### src/fwp_consts.vh
// Constants for the flash program controller: command codes, status bits, timing.
// Assumes a 250 MHz controller clock and an asynchronous x16 flash bus.
`ifndef FWP_CONSTS_VH
`define FWP_CONSTS_VH
`define FWP_CMD_PROG        8'h40
`define FWP_CMD_PROG_ALT    8'h10
`define FWP_CMD_BUF_SETUP   8'hE8
`define FWP_CMD_CONFIRM     8'hD0
`define FWP_CMD_READ_ARRAY  8'hFF
`define FWP_CMD_READ_STATUS 8'h70
`define FWP_CMD_CLR_STATUS  8'h50
`define FWP_MAX_COUNT_M1    4'hF
`define FWP_BIT_READY       7
`define FWP_BIT_ERASE_ERR   5
`define FWP_BIT_PROG_ERR    4
`define FWP_BIT_SUPPLY_ERR  3
`define FWP_BIT_PROTECT_ERR 1
`define FWP_BIT_BUF_AVAIL   7
`define FWP_CLK_PERIOD_PS   4000
`define FWP_T_WE_LOW_PS     60000
`define FWP_T_WE_HIGH_PS    30000
`define FWP_T_READ_PS       90000
`endif

### src/fwp_bus_cycle.v
// Single asynchronous flash bus cycle: one write or one read, timed in clock cycles.
// Assumes a flash data bus driven through separate in/out/enable signals.
`timescale 1ns/1ps
`default_nettype none
`include "fwp_consts.vh"
module fwp_bus_cycle #(
    parameter AW = 23
) (
    input  wire          i_clk,     // Clock
    input  wire          i_arst_n,  // Async reset, low
    input  wire          i_start,   // Begin cycle pulse
    input  wire          i_write,   // 1 write, 0 read
    input  wire [AW-1:0] i_addr,    // Cycle address
    input  wire [15:0]   i_wdata,   // Write data
    input  wire [15:0]   i_dq_in,   // Flash data pins in
    output reg           o_done,    // Cycle finished pulse
    output reg  [15:0]   o_rdata,   // Read data
    output reg  [AW-1:0] o_addr,    // Flash address pins
    output reg  [15:0]   o_dq_out,  // Flash data pins out
    output reg           o_dq_oe_n, // Data drive enable, low drives
    output reg           o_ce_n,    // Chip enable
    output reg           o_we_n,    // Write enable
    output reg           o_oe_n     // Output enable
);
    // Strobe times rounded up to whole clocks, then cut to the counter width
    localparam WE_LOW_CLKS  = (`FWP_T_WE_LOW_PS + `FWP_CLK_PERIOD_PS - 1) / `FWP_CLK_PERIOD_PS;
    localparam WE_HIGH_CLKS = (`FWP_T_WE_HIGH_PS + `FWP_CLK_PERIOD_PS - 1) / `FWP_CLK_PERIOD_PS;
    localparam RD_WAIT_CLKS = (`FWP_T_READ_PS + `FWP_CLK_PERIOD_PS - 1) / `FWP_CLK_PERIOD_PS;
    localparam [7:0] WE_LOW  = WE_LOW_CLKS[7:0];
    localparam [7:0] WE_HIGH = WE_HIGH_CLKS[7:0];
    localparam [7:0] RD_WAIT = RD_WAIT_CLKS[7:0];
    localparam [1:0] S_IDLE = 2'h0, S_ACT = 2'h1, S_REC = 2'h2;
    reg [1:0]  state_ff;
    reg [7:0]  cnt_ff;
    reg        wr_ff;
    reg [15:0] dq_s1_ff, dq_s2_ff;
    always @(posedge i_clk or negedge i_arst_n) begin
        if (!i_arst_n) begin
            dq_s1_ff <= 16'h0000;
            dq_s2_ff <= 16'h0000;
        end else begin
            dq_s1_ff <= i_dq_in;
            dq_s2_ff <= dq_s1_ff;
        end
    end
    always @(posedge i_clk or negedge i_arst_n) begin
        if (!i_arst_n) begin
            state_ff  <= S_IDLE;
            cnt_ff    <= 8'h00;
            wr_ff     <= 1'b0;
            o_done    <= 1'b0;
            o_rdata   <= 16'h0000;
            o_addr    <= {AW{1'b0}};
            o_dq_out  <= 16'h0000;
            o_dq_oe_n <= 1'b1;
            o_ce_n    <= 1'b1;
            o_we_n    <= 1'b1;
            o_oe_n    <= 1'b1;
        end else begin
            o_done <= 1'b0;
            case (state_ff)
                S_IDLE: begin
                    if (i_start) begin
                        state_ff  <= S_ACT;
                        wr_ff     <= i_write;
                        o_addr    <= i_addr;
                        o_dq_out  <= i_wdata;
                        o_dq_oe_n <= ~i_write;
                        o_ce_n    <= 1'b0;
                        o_we_n    <= ~i_write;
                        o_oe_n    <= i_write;
                        cnt_ff    <= i_write ? WE_LOW : RD_WAIT + 8'h02;
                    end
                end
                S_ACT: begin
                    if (cnt_ff != 8'h00) begin
                        cnt_ff <= cnt_ff - 8'h01;
                    end else begin
                        if (!wr_ff) begin
                            o_rdata <= dq_s2_ff;
                        end
                        o_ce_n    <= 1'b1;
                        o_we_n    <= 1'b1;
                        o_oe_n    <= 1'b1;
                        cnt_ff    <= WE_HIGH;
                        state_ff  <= S_REC;
                    end
                end
                S_REC: begin
                    if (cnt_ff != 8'h00) begin
                        cnt_ff <= cnt_ff - 8'h01;
                    end else begin
                        o_dq_oe_n <= 1'b1;
                        o_done    <= 1'b1;
                        state_ff  <= S_IDLE;
                    end
                end
                default: state_ff <= S_IDLE;
            endcase
        end
    end
endmodule // fwp_bus_cycle
`default_nettype wire

### src/fwp_prog_ctrl.v
// Host-side controller running word and page-buffer program sequences on a flash.
// Assumes the flash bus pins connect directly; user orders arrive on plain ports.
// Contract
// - Word program: command 40H or 10H at address, then address with data.
// - Only one partition programs at a time; others stay in read modes.
// - Buffer setup E8H; retry until buffer-available flag reads 1; the controller gives up with o_timeout once the poll count reaches MAX_POLLS.
// - Second cycle: count minus one, at most 0FH, else sequence error.
// - Remaining words one per cycle, addresses within start plus count.
// - Confirm D0H inside partition starts buffer transfer to array.
// - Further setup may be queued while busy if buffer available; the controller instead polls to ready and drops orders while busy.
// - Host writes FFH to return partition to array read.
// - Read-status 70H makes reads of partition return status.
`timescale 1ns/1ps
`default_nettype none
`include "fwp_consts.vh"
module fwp_prog_ctrl #(
    parameter AW = 23,
    parameter MAX_POLLS = 16'hFFFF
) (
    input  wire          i_clk,      // Clock
    input  wire          i_arst_n,   // Async reset, low
    input  wire          i_start,    // Start order pulse
    input  wire          i_buf_mode, // 1 page buffer, 0 word
    input  wire          i_alt_cmd,  // Use alternate word code
    input  wire [AW-1:0] i_addr,     // Start address
    input  wire [3:0]    i_count_m1, // Words minus one
    input  wire [15:0]   i_wdata,    // Word data
    output wire          o_wready,   // Data word accepted this cycle
    output wire          o_busy,     // Sequence running
    output reg           o_done,     // Sequence finished pulse
    output reg  [7:0]    o_status,   // Final status
    output reg           o_error,    // Any error flag seen
    output reg           o_timeout,  // Poll limit reached
    input  wire [15:0]   i_dq_in,    // Flash data in
    output wire [AW-1:0] o_f_addr,   // Flash address
    output wire [15:0]   o_dq_out,   // Flash data out
    output wire          o_dq_oe_n,  // Flash data drive, low drives
    output wire          o_ce_n,     // Flash chip enable
    output wire          o_we_n,     // Flash write enable
    output wire          o_oe_n      // Flash output enable
);
    localparam [3:0] S_IDLE = 4'h0, S_SETUP = 4'h1, S_XPOLL = 4'h2, S_COUNT = 4'h3,
                     S_DATA = 4'h4, S_CONF = 4'h5, S_POLL = 4'h6, S_CLR = 4'h7,
                     S_ARR = 4'h8, S_FIN = 4'h9, S_RSTAT = 4'hA;
    reg [3:0]    state_ff;
    reg          pend_ff;
    reg          bmode_ff, alt_ff;
    reg [AW-1:0] addr_ff;
    reg [3:0]    cnt_ff, idx_ff;
    reg [15:0]   poll_ff;
    reg          go;
    reg          wr;
    reg [AW-1:0] c_addr;
    reg [15:0]   c_data;
    wire         cyc_done;
    wire [15:0]  rdata;
    function [15:0] fwp_cmd;
        input [7:0] code;
        begin
            fwp_cmd = {8'h00, code};
        end
    endfunction
    function fwp_has_err;
        input [15:0] st;
        begin
            fwp_has_err = st[`FWP_BIT_PROG_ERR] | st[`FWP_BIT_ERASE_ERR]
                        | st[`FWP_BIT_SUPPLY_ERR] | st[`FWP_BIT_PROTECT_ERR];
        end
    endfunction
    assign o_busy   = (state_ff != S_IDLE);
    assign o_wready = (state_ff == S_DATA) & cyc_done;
    // Bus request for the current state, issued once per cycle slot
    always @* begin
        wr     = 1'b1;
        c_addr = addr_ff;
        c_data = 16'h0000;
        case (state_ff)
            S_SETUP: c_data = bmode_ff ? fwp_cmd(`FWP_CMD_BUF_SETUP)
                            : fwp_cmd(alt_ff ? `FWP_CMD_PROG_ALT : `FWP_CMD_PROG);
            S_XPOLL: wr = 1'b0;
            S_COUNT: c_data = {12'h000, cnt_ff};
            S_DATA: begin
                // Full add keeps every word between start and start plus count
                c_addr = addr_ff + {{(AW-4){1'b0}}, idx_ff};
                c_data = i_wdata;
            end
            S_CONF:  c_data = fwp_cmd(`FWP_CMD_CONFIRM);
            S_POLL:  wr = 1'b0;
            S_CLR:   c_data = fwp_cmd(`FWP_CMD_CLR_STATUS);
            S_ARR:   c_data = fwp_cmd(`FWP_CMD_READ_ARRAY);
            S_RSTAT: c_data = fwp_cmd(`FWP_CMD_READ_STATUS);
            default: c_data = 16'h0000;
        endcase
    end
    fwp_bus_cycle #(.AW(AW)) u_cyc (
        .i_clk     (i_clk),
        .i_arst_n  (i_arst_n),
        .i_start   (go),
        .i_write   (wr),
        .i_addr    (c_addr),
        .i_wdata   (c_data),
        .i_dq_in   (i_dq_in),
        .o_done    (cyc_done),
        .o_rdata   (rdata),
        .o_addr    (o_f_addr),
        .o_dq_out  (o_dq_out),
        .o_dq_oe_n (o_dq_oe_n),
        .o_ce_n    (o_ce_n),
        .o_we_n    (o_we_n),
        .o_oe_n    (o_oe_n)
    );
    always @* begin
        go = (state_ff != S_IDLE) && (state_ff != S_FIN) && !pend_ff;
    end
    always @(posedge i_clk or negedge i_arst_n) begin
        if (!i_arst_n) begin
            state_ff  <= S_IDLE;
            pend_ff   <= 1'b0;
            bmode_ff  <= 1'b0;
            alt_ff    <= 1'b0;
            addr_ff   <= {AW{1'b0}};
            cnt_ff    <= 4'h0;
            idx_ff    <= 4'h0;
            poll_ff   <= 16'h0000;
            o_done    <= 1'b0;
            o_status  <= 8'h00;
            o_error   <= 1'b0;
            o_timeout <= 1'b0;
        end else begin
            o_done <= 1'b0;
            if (go) begin
                pend_ff <= 1'b1;
            end
            case (state_ff)
                S_IDLE: begin
                    // One sequence at a time; an order that arrives while busy is dropped, not held
                    if (i_start) begin
                        bmode_ff  <= i_buf_mode;
                        alt_ff    <= i_alt_cmd;
                        addr_ff   <= i_addr;
                        cnt_ff    <= i_buf_mode ? i_count_m1 : 4'h0;
                        idx_ff    <= 4'h0;
                        poll_ff   <= 16'h0000;
                        o_error   <= 1'b0;
                        o_timeout <= 1'b0;
                        state_ff  <= S_SETUP;
                    end
                end
                S_SETUP: if (cyc_done) begin
                    pend_ff  <= 1'b0;
                    state_ff <= bmode_ff ? S_XPOLL : S_DATA;
                end
                S_XPOLL: if (cyc_done) begin
                    pend_ff <= 1'b0;
                    poll_ff <= poll_ff + 16'h0001;
                    // Buffer not free: the setup was ignored, so write it again
                    if (rdata[`FWP_BIT_BUF_AVAIL]) begin
                        state_ff <= S_COUNT;
                    end else if (poll_ff == MAX_POLLS) begin
                        o_timeout <= 1'b1;
                        state_ff  <= S_ARR;
                    end else begin
                        state_ff <= S_SETUP;
                    end
                end
                S_COUNT: if (cyc_done) begin
                    pend_ff  <= 1'b0;
                    poll_ff  <= 16'h0000;
                    state_ff <= S_DATA;
                end
                S_DATA: if (cyc_done) begin
                    pend_ff <= 1'b0;
                    idx_ff  <= idx_ff + 4'h1;
                    if (idx_ff == cnt_ff) begin
                        state_ff <= bmode_ff ? S_CONF : S_RSTAT;
                    end
                end
                S_CONF: if (cyc_done) begin
                    pend_ff  <= 1'b0;
                    state_ff <= S_RSTAT;
                end
                S_RSTAT: if (cyc_done) begin
                    pend_ff  <= 1'b0;
                    state_ff <= S_POLL;
                end
                S_POLL: if (cyc_done) begin
                    pend_ff <= 1'b0;
                    poll_ff <= poll_ff + 16'h0001;
                    if (rdata[`FWP_BIT_READY]) begin
                        o_status <= rdata[7:0];
                        o_error  <= fwp_has_err(rdata);
                        state_ff <= fwp_has_err(rdata) ? S_CLR : S_ARR;
                    end else if (poll_ff == MAX_POLLS) begin
                        o_timeout <= 1'b1;
                        state_ff  <= S_ARR;
                    end
                end
                S_CLR: if (cyc_done) begin
                    pend_ff  <= 1'b0;
                    state_ff <= S_ARR;
                end
                S_ARR: if (cyc_done) begin
                    pend_ff  <= 1'b0;
                    state_ff <= S_FIN;
                end
                S_FIN: begin
                    o_done   <= 1'b1;
                    state_ff <= S_IDLE;
                end
                default: state_ff <= S_IDLE;
            endcase
        end
    end
endmodule // fwp_prog_ctrl
`default_nettype wire

### config.mk
export PLATFORM = sky130hd
export DESIGN_NAME = fwp_prog_ctrl
export DESIGN_NICKNAME = d
export VERILOG_FILES = /design/src/fwp_bus_cycle.v /design/src/fwp_prog_ctrl.v
export VERILOG_INCLUDE_DIRS = /design/src /design/src/src
export SDC_FILE = /design/constraint.sdc
export NUM_CORES = 1
export LEC_CHECK = 0
export BUFFER_PORTS_ARGS = -buffer_cell sky130_fd_sc_hd__buf_2
export CAP_MARGIN = 20
export CORE_AREA = 8 8 170 172
export CTS_BUF_LIST = sky130_fd_sc_hd__clkbuf_4 sky130_fd_sc_hd__clkbuf_8 sky130_fd_sc_hd__clkbuf_16
export CTS_CLUSTER_DIAMETER = 50
export CTS_CLUSTER_SIZE = 28
export DETAILED_ROUTE_END_ITERATION = 7
export DIE_AREA = 0 0 178 180
export PLACE_DENSITY = 0.46
export SYNTH_ARGS = -nofsm -noshare
export SYNTH_HDL_FRONTEND = slang
export SYNTH_HIERARCHICAL = 1
export SYNTH_SLANG_ARGS = --single-unit
### constraint.sdc
create_clock -name i_clk -period 8.72 [get_ports i_clk]
set_input_delay 1.744 -clock i_clk [delete_from_list [all_inputs] [get_ports i_clk]]
set_output_delay 1.744 -clock i_clk [all_outputs]
set_load 0.02 [all_outputs]
After elaboration in Yosys (flattened, before gate mapping)
Cells that the tools add are included.
- bits in registers: 144
- output and inout bits: 56
- add/sub/neg operators: 4
- equality and inequality tests: 35
- multiplexer cells: 63
- bitwise operators: 6
- reductions and logical operators: 29
- operators with widths (operator ; number):
    $pmux 16 s7 ; 1
    $mux 4 ; 20
    $mux 16 ; 3
    $pmux 16 s3 ; 1
    $pmux 4 s10 ; 1
    $mux 8 ; 4
    $ne 2x1->1 const B ; 14
    $pmux 8 s3 ; 1
    $add 23x4->23 ; 1
    $mux 23 ; 1
    $reduce_and 3->1 ; 7
    $mux 1 ; 17
    $add 16x1->16 const B ; 1
    $eq 16x16->1 const B ; 1
    $eq 4x3->1 const B ; 4
    $eq 4x4->1 const B ; 3
    $pmux 1 s2 ; 6
    $reduce_and 12->1 ; 1
    $ne 2x2->1 const B ; 5
    $reduce_bool 2->1 ; 5
    $reduce_or 9->1 ; 1
    $eq 4x2->1 const B ; 2
    $pmux 4 s2 ; 1
    $reduce_and 4->1 ; 2
    26 further kinds ; 34

Logic depth before layout (Yosys ltp)
Gate-level depths: netlist of run 1.
- depth in word-level cells: 7
- depth in mapped cells: 9

By module
The synthesis of run 1 kept the hierarchy.
- modules (own cells, without submodules) (module ; times used ; cells each ; area each (um2) ; seq. area each (um2)):
    fwp_prog_ctrl ; 1 ; 406 ; 3897.5 ; 1626.6
    fwp_bus_cycle ; 1 ; 252 ; 3865.0 ; 2582.5

Worst setup path after synthesis of run 1
Ideal clock, no wire load.
- kind: reg-to-output
- from: register, netlist name state_ff[0]
- to: output port o_wready
- data arrival time: 1.334 ns
- path slack: 5.642 ns
- stages on the path, launching flop included: 5
- buffers on the path: 1
- cell sequence: dfrtp_1 > clkbuf_1 > nor2_1 > nand2_1 > nor2_1
- RTL lines (item ; RTL line ; source):
    end: declaration ; fwp_prog_ctrl.v:28 ; output wire o_wready,

==> results of run 1 <==
## stage by stage
| step | instance area [um^2] | power (mW) | setup WS [ps] |
|---|---|---|---|
| 3_5_place_dp | 7940 | 0.727 | 5040 |
| 3_3_place_gp | 7940 | 0.728 | 5050 |
| 5_1_grt | 8510 | 1.46 | 4510 |
| 2_1_floorplan | 7050 | 0.696 | 5640 |
| 6_report | 8510 | 1.40 | 4730 |
| 4_1_cts | 8490 | 1.43 | 4690 |
## placed cells by master, fill, tap and decap left out, drive strengths merged, types with 9 or more instances in the layout
cell type  instances
mux2              82
buf              116
nor4               9
clkbuf            17
xnor2             20
dfrtp            140
and2              11
nand3             17
nor2              29
nand2             50
a21oi             25
o31ai             13
nor3              10
ha                12
o21ai             34
inv               27
nand2b            11
xor2              13
## flip-flops by register name, indices dropped and copies added (netlist names), 2 cells and up
signal	flops
u_cyc/o_rdata	8
o_status	8
u_cyc/o_dq_out	16
cnt_ff	4
addr_ff	23
u_cyc/state_ff	2
state_ff	4
poll_ff	16
u_cyc/cnt_ff	8
u_cyc/dq_s2_ff	8
u_cyc/o_addr	23
u_cyc/dq_s1_ff	8
idx_ff	4
## final timing paths
| check | depth (start not counted) | startpoint | slack (ps) | end |
|---|---|---|---|---|
| min in group asynchronous | 1 | i_arst_n | 1370 | addr_ff[9] |
| worst min-delay path | 0 | u_cyc/dq_s1_ff[6] | 350 | u_cyc/dq_s2_ff[6] |
| worst max-delay path | 4 | state_ff[1] | 4730 | o_wready |
| worst max register to register | 6 | state_ff[1] | 5350 | u_cyc/cnt_ff[2] |
| max in group asynchronous | 2 | i_arst_n | 6050 | poll_ff[9] |
| worst min register to register | 0 | u_cyc/dq_s1_ff[6] | 350 | u_cyc/dq_s2_ff[6] |
## power breakdown
group	switching [mW]	leakage, nW	internal, mW
Sequential	0.00473	1.88	0.674
Clock	0.320	0.261	0.372
Combinational	0.0208	1.90	0.0133
## layout make-up
| class | instances | area share |
|---|---|---|
| clock buffer | 17 | 0.0500 |
| clock inverter | 15 | 0.0146 |
| inverter | 20 | 0.00883 |
| multi-input combinational | 435 | 0.380 |
| sequential | 144 | 0.424 |
| tap | 341 | 0.0502 |
| timing repair buffer | 116 | 0.0719 |
## layer usage
metal,track usage,vias to the layer above,share of wire,routed length [um]
met3,0.0394,10,0.057,1010
li1,-,2483,-,-
met2,0.173,105,0.44,7830
met1,0.150,2472,0.49,8630
met4,0.0284,2,0.010,176
met5,0,-,0.00051,9
==> impl_metrics.json, run 1 <==
{
  "drc": 0,
  "htreeDepth": 4,
  "overflow": 0,
  "clk_latency_ps": 420,
  "crit_top_cell": "nor2_1",
  "fin_crit_sh": 0.458,
  "slowest_delay_ps": 630,
  "maxCapViolCount": 0,
  "seqCellArea_mm2": 0.00361,
  "setup-tns-final_ps": 0,
  "crit_fanout": 19,
  "placed_cells": 1055,
  "layout-drive-gt1-share": 0.331,
  "area_growth_pct": 20.7,
  "synth.net_count": 703,
  "grt_antenna_before_repair": 1,
  "fin_nets": 811,
  "die_h_um": 180,
  "syn_area_per_cell_um2": 11.3,
  "avgRoutedWirePerCell_um": 16.2,
  "fmax_ghz": 0.250,
  "synthesis.instances": 626,
  "grt.total_usage": 0.113,
  "multi_input_area_mm2": 0.00323,
  "finalHoldViolCount": 0,
  "core_mm2": 0.0264,
  "grt_max_degree": 87,
  "clk_pin_slew_ps": 60,
  "cp_top_family": "simple AND/OR/NAND/NOR gates",
  "post-dp-hpwl_um": 12300,
  "rsz0062_at_grt": "no",
  "port_buffers": 111,
  "worstPathCellList": "nor2_1 > nand2_1 > nor2_1 > buf_2",
  "worstHoldPathType": "flip-flop to flip-flop",
  "vias_per_cell": 4.66,
  "required_ps": 6980,
  "finalNonFillerCells": 1088,
  "n_antenna_cell": 0,
  "postRouteAntennaNets": 0,
  "synth_area_mm2": 0.00705,
  "start_util": 0.267,
  "rows": 60,
  "cts_resized": 0,
  "post_cts_buffers": 0,
  "min_period_ps": 3990,
  "crit_arrival_ps": 2250,
  "setup_violations": 0,
  "pin_count": 120,
  "fp.dieW_um": 178,
  "gp_congestion": 0.730,
  "critPathKind": "flip-flop to output pin",
  "fin_util": 0.323,
  "slew_headroom": 0.275,
  "critPathCaptureType": "output pin",
  "cts_root_buffer": "clkbuf_16",
  "slowest_stage": "dfrtp_1",
  "fillers": 2739,
  "clock_path_buffers": 2,
  "synth_warnings": 6,
  "grt_pass1_wl_um": 29400,
  "cts_tree": "yes",
  "finalMaxSlewViolations": 0,
  "grt_pass1_vias": 5473,
  "status": "finished clean",
  "drt_pass1_iterations": 4,
  "skew_ps": 11.6,
  "drtIter0Drc": 240,
  "vias": 5072,
  "worst_pin_slew_ps": 1080,
  "p_leak_nw": 4.04,
  "peakVddDrop_mv": 0.0964,
  "wl_um": 17700,
  "cp-start-kind": "flip-flop",
  "whs_ps": 349,
  "cts_buffers": 17,
  "crit_buf_inv": 1,
  "powerDensity_mw_per_mm2": 165,
  "dieArea_mm2": 0.0320,
  "cts.hold.buffers_added": 0,
  "cts.sinks": 144
}
Note: power is estimated with default switching activity, not from simulation.
==> run 2: changes to the inputs <==
--- a/config.mk
+++ b/config.mk
@@ -6,14 +6,15 @@
 export SDC_FILE = /design/constraint.sdc
 export NUM_CORES = 1
 export LEC_CHECK = 0
+export ABC_AREA = 1
 export BUFFER_PORTS_ARGS = -buffer_cell sky130_fd_sc_hd__buf_2
 export CAP_MARGIN = 20
-export CORE_AREA = 8 8 170 172
+export CORE_AREA = 8 8 176 178
 export CTS_BUF_LIST = sky130_fd_sc_hd__clkbuf_4 sky130_fd_sc_hd__clkbuf_8 sky130_fd_sc_hd__clkbuf_16
 export CTS_CLUSTER_DIAMETER = 50
 export CTS_CLUSTER_SIZE = 28
 export DETAILED_ROUTE_END_ITERATION = 7
-export DIE_AREA = 0 0 178 180
+export DIE_AREA = 0 0 184 186
 export PLACE_DENSITY = 0.46
 export SYNTH_ARGS = -nofsm -noshare
 export SYNTH_HDL_FRONTEND = slang
==> constraint.sdc (replaced) <==
create_clock -name i_clk -period 4 [get_ports i_clk]
set_input_delay 0.8 -clock i_clk [delete_from_list [all_inputs] [get_ports i_clk]]
set_output_delay 0.8 -clock i_clk [all_outputs]
set_load 0.02 [all_outputs]
==> run 2 against run 1 <==
Count of clock-buffer cells in the layout is the same. Register-to-register slack worse by 4000 ps. Clock power is 130% higher. Wire length is 17% higher. Critical path depth grew 3. Hold slack worse by 6.4 ps. Global-route usage rose by 1.4 points. Core utilization is 0.30 points lower.
==> impl_metrics.json, run 2 <==
{
  "synth_warnings": 6,
  "overflow": 0,
  "finalHoldViolCount": 0,
  "switching_share": 0.416,
  "p_leak_nw": 4.55,
  "p_sw_mw": 2.36,
  "status": "finished clean",
  "fmax_ghz": 0.352,
  "min_period_ps": 2840,
  "synth.net_count": 1033,
  "cp_top_family": "buffers and inverters",
  "area_growth_pct": 19.6,
  "required_ps": 3200,
  "crit_buf_inv": 4,
  "skew_ps": 14.1,
  "finalNonFillerCells": 1462,
  "maxCapViolCount": 0,
  "p_seq_frac": 0.370,
  "die_h_um": 186,
  "port_buffers": 111,
  "cp.depth": 7,
  "avgRoutedWirePerCell_um": 14.1,
  "finalMaxSlewViolations": 0,
  "clock_power_share": 0.280,
  "pin_count": 120,
  "vias_per_cell": 4.35,
  "powerDensity_mw_per_mm2": 628,
  "critPathCaptureType": "output pin",
  "crit_fanout": 15,
  "cts_root_buffer": "clkbuf_16",
  "grt_pass1_wl_um": 34600,
  "crit_arrival_ps": 2040,
  "setup_violations": 0,
  "grt_antenna_before_repair": 0,
  "mostFrequentLayoutCell": "nand2_1",
  "synthesis.instances": 956,
  "drt_pass1_iterations": 5,
  "critPathKind": "flip-flop to output pin",
  "grt.total_usage": 0.128,
  "n_antenna_cell": 0,
  "post_cts_buffers": 0,
  "synth_area_mm2": 0.00755,
  "htreeDepth": 4,
  "wl_um": 20600,
  "r2r_cells": 11,
  "cts.hold.buffers_added": 0,
  "reg2reg_slack_ps": 1350,
  "drc": 0,
  "fin_crit_sh": 0.710,
  "core_mm2": 0.0282,
  "setup-tns-final_ps": 0,
  "clock_path_buffers": 2,
  "intPower_mw": 3.31,
  "slowest_delay_ps": 470,
  "whs_ps": 343,
  "worstPathCellList": "inv_2 > nand2_2 > inv_1 > nand2_1 > buf_4 > nor2_1 > buf_2",
  "dieArea_mm2": 0.0342,
  "gp_congestion": 0.855,
  "vias": 6355,
  "drtIter0Drc": 334,
  "layout-drive-gt1-share": 0.199,
  "post-dp-hpwl_um": 15100,
  "cp-start-kind": "flip-flop",
  "cts_buffers": 17,
  "postRouteAntennaNets": 0,
  "cts_tree": "yes",
  "p_comb_frac": 0.350,
  "worst_pin_slew_ps": 979,
  "cts_resized": 0,
  "final_cell_mix": "350 x nand2_1, 140 x dfrtp_1, 110 x inv_1, 110 x buf_2, 60 x nor2_1",
  "slowest_stage": "dfrtp_1",
  "clk_latency_ps": 430,
  "syn_area_per_cell_um2": 7.90,
  "fin_nets": 1142,
  "grt_pass1_vias": 6524,
  "start_util": 0.267,
  "grt_max_degree": 58,
  "peakVddDrop_mv": 0.337,
  "clk_pin_slew_ps": 70,
  "reg_top3": "addr_ff (23), u_cyc/o_addr (23)",
  "cts.sinks": 144,
  "placed_cells": 1430,
  "fp.dieW_um": 184,
  "worstHoldPathType": "input port to asynchronous set/reset pin",
  "rows": 62,
  "rsz0062_at_grt": "no",
  "slew_headroom": 0.347
}
-- run 2: power groups by stage --
stage	clock, mW	combinational [mW]	sequential [mW]
finish	1.59	1.98	2.10
global placement	0	2.01	2.12
floorplan	0	1.42	2.18
CTS	1.63	2.02	2.10
detailed placement	0	2.02	2.12
global route	1.69	2.29	2.15
-- run 2: path summary, 6_finish.rpt --
check,start,endpoint
worst max-delay path,state_ff[3],o_wready
worst min-delay path,i_arst_n,o_error
worst max register to register,idx_ff[0],u_cyc/o_addr[18]
worst min register to register,u_cyc/dq_s1_ff[4],u_cyc/dq_s2_ff[4]
max in group asynchronous,i_arst_n,u_cyc/o_oe_n
min in group i_clk,u_cyc/dq_s1_ff[4],u_cyc/dq_s2_ff[4]
-- run 2: final cells by class --
class	instances	area [um^2]
flip-flops and latches	144	3610
well taps	384	480
clock buffers	17	425
fillers	3106	19200
inverters	116	440
repair buffers	119	634
multi-input cells	667	3290
clock inverters	15	146
-- run 2: through the flow --
stage / setup slack, ps / cell area (um^2) / util / total power [mW]
6_report: 1160 / 9030 / 0.320 / 5.67
5_1_grt: 1020 / 9030 / 0.320 / 6.13
4_1_cts: 1110 / 9030 / 0.320 / 5.75
3_5_place_dp: 1370 / 8460 / 0.299 / 4.14
3_3_place_gp: 1380 / 8460 / 0.299 / 4.13
2_1_floorplan: 1840 / 7550 / - / 3.60
-- run 2: layer usage --
metal  global-route usage  up-vias  wire [um]
met5                    0        -          0
met1                0.168     2964      10100
met3               0.0303       17        921
li1                     -     3240          -
met4               0.0387        0        311
met2                0.205      134       9290
